**src/core/gfcs_pkg.sv**
```systemverilog
// package for the glitch-free clock selector: constants and carrier types
package gfcs_pkg;

  // ----------------------------------------
  // select levels and startup timing
  // ----------------------------------------
  localparam logic       SEL_FIRST      = 1'b0;   // select low picks first input
  localparam logic       SEL_DEFAULT    = 1'b1;   // undriven select reads high
  localparam int         CLK_PERIOD_NS  = 25;     // 40 MHz system clock
  localparam int         INIT_TIME_NS   = 1000;   // startup init hold time
  localparam int         INIT_CYCLES    = (INIT_TIME_NS + CLK_PERIOD_NS - 1) / CLK_PERIOD_NS;
  localparam int         INIT_W         = 6;
  localparam logic [5:0] INIT_LAST      = 6'(INIT_CYCLES - 1);
  localparam int         DC_TIME_NS     = 2000;   // no-edge time declaring dc input
  localparam int         DC_CYCLES      = DC_TIME_NS / CLK_PERIOD_NS;
  localparam int         DC_W           = 7;
  localparam logic [6:0] DC_LAST        = 7'(DC_CYCLES - 1);

  // ----------------------------------------
  // switchover state machine
  // ----------------------------------------
  typedef enum logic [1:0] {
    GFCS_INIT    = 2'b00,
    GFCS_RUN     = 2'b01,
    GFCS_DRAIN   = 2'b10,
    GFCS_ALIGN   = 2'b11
  } gfcs_state_type;

  // differential output pair
  typedef struct packed {
    logic p;
    logic n;
  } gfcs_pair_type;

endpackage

```
**src/core/gfcs_select.sv**
```systemverilog
// glitch-free two-input clock selector with two identical output pairs
// Behaviour
// - the single select input decides which clock input is forwarded.
// - select low follows first input, select high second; unselected ignored.
// - undriven select counts as high, choosing the second input.
// - both output pairs carry the same function of inputs and select.
// - with suppression on, a switchover never produces a shortened output cycle.
// - a selected input stuck at dc leaves the output held stable.
// - runt suppression state starts known, timed by the startup init pin.
// - init pin held high disables suppression; plain immediate two-to-one selection.
`timescale 1ns/1ps
`default_nettype none
module gfcs_select (
  // system
  input  wire logic                   clk,
  input  wire logic                   sys_rst,
  // clock sources, sampled
  input  wire logic                   clock_in_first,
  input  wire logic                   clock_in_second,
  // select pin and its undriven indication
  input  wire logic                   sel,
  input  wire logic                   sel_undriven,
  // startup init pin, high disables runt blocker
  input  wire logic                   startup_init_pin,
  // outputs
  output logic                        runt_blocker,
  output logic                        dc_input_guard,
  output gfcs_pkg::gfcs_pair_type     out_copy_first,
  output gfcs_pkg::gfcs_pair_type     out_copy_second
);
  import gfcs_pkg::*;

  // --------------------------------------
  // input synchronisers
  // --------------------------------------
  logic [3:0] sync_a;
  logic [3:0] sync_b;
  logic [3:0] raw_in;
  logic       c0;
  logic       c1;
  logic       c0_q;
  logic       c1_q;
  logic       sel_eff;
  logic       init_hi;

  assign raw_in = {startup_init_pin, sel_undriven ? SEL_DEFAULT : sel,
                   clock_in_second, clock_in_first};

  // two flops per pin input
  genvar gi;
  generate
    for (gi = 0; gi < 4; gi++) begin : g_sync
      always_ff @(posedge clk) begin
        if (sys_rst) begin
          sync_a[gi] <= 1'b0;
          sync_b[gi] <= 1'b0;
        end else begin
          sync_a[gi] <= raw_in[gi];
          sync_b[gi] <= sync_a[gi];
        end
      end
    end
  endgenerate

  assign c0      = sync_b[0];
  assign c1      = sync_b[1];
  assign sel_eff = sync_b[2];
  assign init_hi = sync_b[3];

  // previous source levels for edge detection
  always_ff @(posedge clk) begin
    if (sys_rst) begin
      c0_q <= 1'b0;
      c1_q <= 1'b0;
    end else begin
      c0_q <= c0;
      c1_q <= c1;
    end
  end

  // --------------------------------------
  // dc detection per source
  // --------------------------------------
  logic [DC_W-1:0] idle0;
  logic [DC_W-1:0] idle1;
  logic            dead0;
  logic            dead1;

  // count cycles without an edge on each source
  always_ff @(posedge clk) begin
    if (sys_rst) begin
      idle0 <= '0;
      idle1 <= '0;
    end else begin
      idle0 <= (c0 != c0_q) ? '0 : ((idle0 == DC_LAST) ? idle0 : idle0 + 1'b1);
      idle1 <= (c1 != c1_q) ? '0 : ((idle1 == DC_LAST) ? idle1 : idle1 + 1'b1);
    end
  end

  assign dead0 = (idle0 == DC_LAST);
  assign dead1 = (idle1 == DC_LAST);

  // --------------------------------------
  // startup init and switchover control
  // --------------------------------------
  gfcs_state_type    state;
  gfcs_state_type    next_state;
  logic [INIT_W-1:0] init_cnt;
  logic              cur;        // source currently forwarded
  logic              next_cur;
  logic              hold;       // held output level
  logic              next_hold;
  logic              cur_lvl;
  logic              new_lvl;
  logic              new_edge;
  logic              cur_dead;
  logic              new_dead;

  assign cur_lvl  = cur ? c1 : c0;
  assign new_lvl  = sel_eff ? c1 : c0;
  assign new_edge = sel_eff ? (c1 != c1_q) : (c0 != c0_q);
  assign cur_dead = cur ? dead1 : dead0;
  assign new_dead = sel_eff ? dead1 : dead0;

  // init hold counter, runs while in init state with the init pin low
  always_ff @(posedge clk) begin
    if (sys_rst || init_hi || state != GFCS_INIT)
      init_cnt <= '0;
    else if (init_cnt != INIT_LAST)
      init_cnt <= init_cnt + 1'b1;
  end

  // next state and held level
  always_comb begin
    next_state = state;
    next_cur   = cur;
    next_hold  = hold;
    case (state)
      GFCS_INIT: begin
        next_cur  = sel_eff;
        next_hold = 1'b0;
        // leave through align so the first output phase is never cut short
        if (init_cnt == INIT_LAST) next_state = GFCS_ALIGN;
      end
      GFCS_RUN: begin
        if (!cur_dead) next_hold = cur_lvl;
        if (sel_eff != cur) next_state = GFCS_DRAIN;
      end
      GFCS_DRAIN: begin
        // keep old level until the old source finishes its phase
        if (cur_dead || cur_lvl != hold) begin
          next_state = GFCS_ALIGN;
        end
      end
      GFCS_ALIGN: begin
        // wait for new source to reach held level by an edge
        if (new_edge && new_lvl == hold) begin
          next_cur   = sel_eff;
          next_state = GFCS_RUN;
        end else if (new_dead) begin
          next_cur   = sel_eff;
          next_state = GFCS_RUN;
        end
      end
      default: begin
        next_state = GFCS_INIT;
      end
    endcase
  end

  // state registers; init pin high bypasses all of it
  always_ff @(posedge clk) begin
    if (sys_rst) begin
      state <= GFCS_INIT;
      cur   <= SEL_DEFAULT;
      hold  <= 1'b0;
    end else if (init_hi) begin
      state <= GFCS_INIT;
      cur   <= sel_eff;
      hold  <= 1'b0;
    end else begin
      state <= next_state;
      cur   <= next_cur;
      hold  <= next_hold;
    end
  end

  // --------------------------------------
  // output stage
  // --------------------------------------
  logic q;
  logic blk;
  logic guard;

  // output level from flops, both copies identical
  always_ff @(posedge clk) begin
    if (sys_rst) begin
      q     <= 1'b0;
      blk   <= 1'b0;
      guard <= 1'b0;
    end else begin
      blk   <= ~init_hi;
      guard <= cur_dead;
      if (init_hi)
        q <= (sel_eff == SEL_FIRST) ? c0 : c1;
      else if (state == GFCS_RUN && !cur_dead)
        q <= cur_lvl;
      else
        q <= hold;
    end
  end

  assign runt_blocker      = blk;
  assign dc_input_guard    = guard;
  assign out_copy_first.p  = q;
  assign out_copy_first.n  = ~q;
  assign out_copy_second.p = q;
  assign out_copy_second.n = ~q;

endmodule
`default_nettype wire

```
**config.mk**
```make
export PLATFORM = sky130hd
export DESIGN_NAME = gfcs_select
export DESIGN_NICKNAME = d
export VERILOG_FILES = /design/src/core/gfcs_pkg.sv /design/src/core/gfcs_select.sv
export SDC_FILE = /design/constraint.sdc
export NUM_CORES = 1
export LEC_CHECK = 0
export BUFFER_PORTS_ARGS = -buffer_cell sky130_fd_sc_hd__buf_2
export CAP_MARGIN = 20
export CORE_MARGIN = 1.5
export CORE_UTILIZATION = 60
export DETAILED_ROUTE_END_ITERATION = 12
export MAX_ROUTING_LAYER = met4
export PLACE_DENSITY = 0.8
export SYNTH_ARGS = -nofsm -noshare
export SYNTH_HDL_FRONTEND = slang
export SYNTH_SLANG_ARGS = --single-unit
```
**constraint.sdc**
```tcl
create_clock -name clk -period 3.4 [get_ports clk]
set_clock_uncertainty 0.2 [all_clocks]
set_input_delay 0.68 -clock clk [delete_from_list [all_inputs] [get_ports clk]]
set_output_delay 0.68 -clock clk [all_outputs]
set_load 0.01 [all_outputs]
```
# == After elaboration in Yosys (flattened, before gate mapping) ==
# Index checks and enable logic that the tools add are counted.
# totals
inputBits,7
word_cells,78
out_inout_bits,6
regBits,37
# op_classes
reduce_logical,16
eq_ne,18
n_bitwise,2
mux,20
addsub,3
# op_table
op,n
$add 7x1->7 const B,2
$eq 7x7->1 const B,2
$mux 1,12
$mux 2,5
$ne 2x2->1 const B,4
$pmux 2 s4,1
$add 6x1->6 const B,1
$eq 6x6->1 const B,1
$ne 6x6->1 const B,1
$reduce_or 2->1,3
$eq 2x2->1 const B,2
$ne 1x1->1,4
$ne 4x4->1 const B,1
$pmux 1 s2,2
$reduce_and 2->1,2
$reduce_and 4->1,1
$reduce_bool 2->1,2
$logic_or 1x1->1,3
$ne 3x3->1 const B,1
$reduce_bool 3->1,1
$eq 2x1->1 const B,1
$logic_and 1x1->1,2
$logic_not 2->1,1
$not 1->1,2
other kinds (2),2

# == Logic depth before layout (Yosys ltp) ==
# depth
depth_word,6
ltp_mapped,6
depth_no_buf,5

# == Least setup slack after synthesis ==
# OpenSTA, ideal clock, no wires.
# synth_path
path_type,reg-to-reg
from,reg idle0[0]
to,reg cur
required_ps,3076
arrival_time_ps,1547
n_path_buf,0
stages_incl_launch_ff,6
period_less_slack_ps,1871
path_slack_ps,1529
cell_sequence,dfxtp_1 > ha_1 > nand3_2 > or4_4 > a2111oi_4 > nor3_1
# synth_between
elab_chain_len,4
# synth_rtl
element,line_no,rtl
start: declaration,gfcs_select.sv:84,logic [DC_W-1:0] idle0;
start signal: assignment,gfcs_select.sv:95,idle0 <= (c0 != c0_q) ? '0 : ((idle0 == DC_LAST) ? idle0 : idle0 + 1'b1);
$eq 7x7->1,gfcs_select.sv:100,assign dead0 = (idle0 == DC_LAST);
$mux 1,gfcs_select.sv:123,assign new_dead = sel_eff ? dead1 : dead0;
$ne 4x4->1 (no line),-,
$reduce_and 2->1 (no line),-,
end signal: assignment,gfcs_select.sv:179,cur <= sel_eff;
end signal: assignment,gfcs_select.sv:183,cur <= next_cur;
end: declaration,gfcs_select.sv:109,logic cur;
# Every way passes these cells.
# A chain may end at the register's enable or synchronous reset.

# == Worst setup path in the final report ==
# Ends and elaborated chain as after synthesis.

==> report_table.html <==
<table>
<tr><th>Metric</th><th>Value</th></tr>
<tr><th colspan="2">Clock network</th></tr>
<tr><td>Clock insertion delay at the later pin of the skew report</td><td>0.33 ns</td></tr>
<tr><td>Number of buffers added for setup after CTS</td><td>0</td></tr>
<tr><td>Number of buffers created by CTS</td><td>5</td></tr>
<tr><td>TritonCTS clock tree</td><td>done</td></tr>
<tr><td>Maximum count of clock buffers along a single path</td><td>2</td></tr>
<tr><td>Number of buffers inserted for hold repair after clock tree synthesis</td><td>0</td></tr>
<tr><td>Number of sinks driven by the clock tree</td><td>37</td></tr>
<tr><td>Number of gates resized after cts</td><td>0</td></tr>
<tr><td>Clk root buf</td><td>clkbuf_4</td></tr>
<tr><td>H-tree depth</td><td>2</td></tr>
<tr><td>Reg clk slew, reported paths</td><td>0.10 ns</td></tr>
<tr><th colspan="2">Pwr</th></tr>
<tr><td>Worst supply voltage drop on vdd</td><td>0.000356 V</td></tr>
<tr><td>PwrDens</td><td>412 nW/um2</td></tr>
<tr><td>Design Power</td><td>740 uW</td></tr>
<tr><td>Leakage power</td><td>0.000660 uW</td></tr>
<tr><th colspan="2">Critical path</th></tr>
<tr><td>FF-to-FF setup slack</td><td>1.42 ns</td></tr>
<tr><td>Launch instance of the worst register-to-register path</td><td>idle0[0]$_SDFFE_PP0N_</td></tr>
<tr><td>Worst EP required</td><td>3.42 ns</td></tr>
<tr><td>Type of the worst setup path</td><td>flip-flop to flip-flop</td></tr>
<tr><td>Kind of launch point of the worst setup path</td><td>flip-flop</td></tr>
<tr><td>Critical Path End Type</td><td>flip-flop</td></tr>
<tr><td>Destination of the worst register-to-register timing path</td><td>cur$_SDFFE_PP1P_</td></tr>
<tr><td>Maximum fanout along the worst path</td><td>3</td></tr>
<tr><td>Arrival time reported for the critical path endpoint</td><td>1.99 ns</td></tr>
<tr><td>Number of cell instances on the worst register-to-register path</td><td>5</td></tr>
<tr><th colspan="2">STA</th></tr>
<tr><td>Unrepaired setup endpoints after global routing</td><td>no</td></tr>
<tr><td>Setup tns final</td><td>0 ns</td></tr>
<tr><td>Final Max Tran Viols</td><td>0</td></tr>
<tr><td>Final Hold Viols</td><td>0</td></tr>
<tr><td>Final setup violating endpoints</td><td>0</td></tr>
<tr><td>Post-route clock period utilization</td><td>58.2%</td></tr>
<tr><td>Worst-case headroom to the max-slew limit</td><td>63.5%</td></tr>
<tr><td>Maximum clock rate</td><td>506 MHz</td></tr>
<tr><td>Worst-Margin Slew</td><td>0.543 ns</td></tr>
<tr><td>Final critical path time including I/O delays and setup</td><td>1.98 ns</td></tr>
<tr><th colspan="2">Routing</th></tr>
<tr><td>Vias post-DR</td><td>1245</td></tr>
<tr><td>Total wire length after detailed routing</td><td>2800 um</td></tr>
<tr><td>Avg Vias per Cell</td><td>5.76</td></tr>
<tr><td>Routed length per instance</td><td>13.0 um</td></tr>
<tr><td>DR iter-0 viols</td><td>38</td></tr>
<tr><td>Post-route DRC</td><td>0</td></tr>
<tr><td>1st-pass router iterations</td><td>4</td></tr>
<tr><td>Antenna violation net count after detailed routing</td><td>0</td></tr>
<tr><th colspan="2">Place</th></tr>
<tr><td>Last weighted congestion value of the routability-driven placer</td><td>0.843</td></tr>
<tr><td>Detail Placement HPWL</td><td>2100 um</td></tr>
<tr><td>PortBufs</td><td>12</td></tr>
<tr><th colspan="2">Logic synthesis</th></tr>
<tr><td>Synth Flop Type</td><td>dfxtp_1</td></tr>
<tr><td>Share of async-settable or async-resettable flops after synthesis</td><td>0%</td></tr>
<tr><td>Synth Cell Area</td><td>1700 um2</td></tr>
<tr><td>Proportion of synthesized chip area in sequential cells</td><td>43.6%</td></tr>
<tr><td>Register bit count reported by yosys</td><td>37</td></tr>
<tr><td>Number of enable flip-flop cells after synthesis</td><td>0</td></tr>
<tr><td>Top cell type's share of synthesized area</td><td>43.6%</td></tr>
<tr><td>Average cell area after synthesis</td><td>9.65 um2</td></tr>
<tr><td>Net count of the mapped netlist</td><td>186</td></tr>
<tr><td>Top post-synthesis cells by count</td><td>dfxtp_1, nor2_1, xnor2_1</td></tr>
<tr><td>Yosys Warn Count</td><td>0</td></tr>
<tr><td>Biggest area contributors in the synthesized netlist</td><td>dfxtp_1, xnor2_1, nor2_1</td></tr>
<tr><td>Cell type contributing the most total cell area after synthesis</td><td>dfxtp_1</td></tr>
<tr><td>Synth unique cells</td><td>39</td></tr>
<tr><td>Most instantiated library cell after synthesis</td><td>dfxtp_1</td></tr>
<tr><td>Number of standard cells after synthesis</td><td>176</td></tr>
<tr><th colspan="2">Die</th></tr>
<tr><td>Horiz. Die Dim</td><td>56.2 um</td></tr>
<tr><td>Site row count</td><td>19</td></tr>
<tr><td>Core area</td><td>2710 um2</td></tr>
<tr><td>Number of primary I/O pins</td><td>13</td></tr>
<tr><td>Starting density of the core</td><td>62.7%</td></tr>
<tr><td>Vertical die dimension</td><td>56.2 um</td></tr>
<tr><td>DIE AREA</td><td>3160 um2</td></tr>
<tr><th colspan="2">Job</th></tr>
<tr><td>Maximum Capacitance Violations</td><td>0</td></tr>
<tr><th colspan="2">Cells and area</th></tr>
<tr><td>Antenna cell count</td><td>0</td></tr>
<tr><td>Area of the multi-input gates</td><td>890 um2</td></tr>
<tr><td>Ratio of cells with drive above 1 in the final layout</td><td>13.0%</td></tr>
<tr><td>Fill cell instance count of the final layout</td><td>227</td></tr>
<tr><td>Final #Nets</td><td>195</td></tr>
<tr><td>Reg area</td><td>741 um2</td></tr>
<tr><td>Area growth from synthesis to final layout</td><td>5.75%</td></tr>
<tr><th colspan="2">Hold path</th></tr>
<tr><td>Count of cells along the worst hold path</td><td>1</td></tr>
<tr><td>Worst Min Path Start</td><td>sync_a[0]$_SDFF_PP0_</td></tr>
<tr><td>Hold path endpoint</td><td>c0$_SDFF_PP0_</td></tr>
<tr><td>Classification of the worst-slack hold path</td><td>flip-flop to flip-flop</td></tr>
<tr><th colspan="2">Global routing</th></tr>
<tr><td>Antenna violations before repair</td><td>0</td></tr>
<tr><td>Number of global-route vias before repair</td><td>1229</td></tr>
<tr><td>First-pass GRT wire length</td><td>4970 um</td></tr>
<tr><td>Maximum number of pins on one net before global-route repair</td><td>21</td></tr>
<tr><td>GRT Total Usage</td><td>20.7%</td></tr>
<tr><td>Congestion Overflow GR</td><td>0</td></tr>
<tr><th colspan="2">Outcome</th></tr>
<tr><td>Status</td><td>completed</td></tr>
</table>
-- registers in the layout, indices dropped and copies added, names as in the netlist, 2 cells and up --
register  count
sync_a        4
state         2
init_cnt      6
idle1         7
idle0         7
-- final cells by class --
cell class | count | share of cell area, %
Clock buffer | 7 | 3.07
Timing Repair Buffer | 12 | 3.34
Sequential cell | 37 | 41.3
Multi-Input combinational cell | 126 | 49.5
Inverter | 3 | 0.627
Tap cell | 31 | 2.16
-- cell families (layout without fill, tap and decap cells) --
kind of cell / count (synthesis) / count (layout) / share of synthesized area, %
compound gates: 16 / 16 / 7.81
xor+xnor: 21 / 21 / 10.8
fa+ha+maj: 3 / 3 / 2.21
simple gates: 78 / 78 / 26.7
flops: 37 / 37 / 43.6
mux: 8 / 8 / 4.86
buf+inv: 13 / 22 / 3.98
-- per-stage QoR --
| stage | instances | setup WS (ns) | hold slack, ns | instance area, um2 | utilization (%) |
|---|---|---|---|---|---|
| floorplan | 176 | 1.53 | 0.214 | 1700 | - |
| global placement | 209 | 1.47 | 0.217 | 1740 | 64.2 |
| detailed placement | 209 | 1.43 | 0.220 | 1740 | 64.2 |
| CTS | 216 | 1.41 | 0.243 | 1800 | 66.3 |
| global route | 216 | 1.32 | 0.268 | 1800 | 66.3 |
| finish | 216 | 1.42 | 0.242 | 1800 | 66.3 |
-- cell usage in the layout (no fill, tap or decap), types with 2 or more instances in the layout --
master and instances:
o21ai_0 2, xor2_1 7, o31ai_1 2, nor4bb_1 3, nand2b_1 4, nor4b_1 3
a21oi_1 5, nor2_1 21, xnor2_1 14, mux2i_1 6, or3_1 2, nor2b_1 9
nor3_1 8, nand2_1 6, clkbuf_4 5, and3_1 3, dfxtp_1 37, ha_1 3
nand3_1 9, and4_1 2, mux2_2 2, inv_1 3, buf_2 12
-- worst max-delay path by stage --
stage                     slack, ns                  start                  endpoint
after floorplan                1.53  idle0[0]$_SDFFE_PP0N_          cur$_SDFFE_PP1P_
after global placement         1.47                sys_rst  init_cnt[3]$_SDFFE_PP0P_
after detailed placement       1.43  idle0[0]$_SDFFE_PP0N_          cur$_SDFFE_PP1P_
after CTS                      1.41  idle0[0]$_SDFFE_PP0N_          cur$_SDFFE_PP1P_
after global routing           1.32  idle0[0]$_SDFFE_PP0N_          cur$_SDFFE_PP1P_
final                          1.42  idle0[0]$_SDFFE_PP0N_          cur$_SDFFE_PP1P_
-- layer usage --
metal	track usage (%)	vias to the layer above	wire, um
met2	37.8	17	1460
met5	-	-	0
met3	6.28	2	103
met1	20.9	601	1210
met4	6.46	0	20
li1	-	625	-
-- report_power, final --
group | leakage [uW] | total (uW) | internal (uW) | switching [uW]
Clock | 0.0000314 | 224 | 97.6 | 127
Combinational | 0.000326 | 50.6 | 24.7 | 25.8
Sequential | 0.000302 | 465 | 449 | 15.6
Total | 0.000660 | 740 | 571 | 168
-- critical path: stages (launching register included) --
cell	delay [ns]
dfxtp_1	0.38
ha_1	0.23
nand3_2	0.10
or4_4	0.53
a2111oi_4	0.36
nor3_1	0.07
Note: power is estimated with default switching activity, not from simulation.
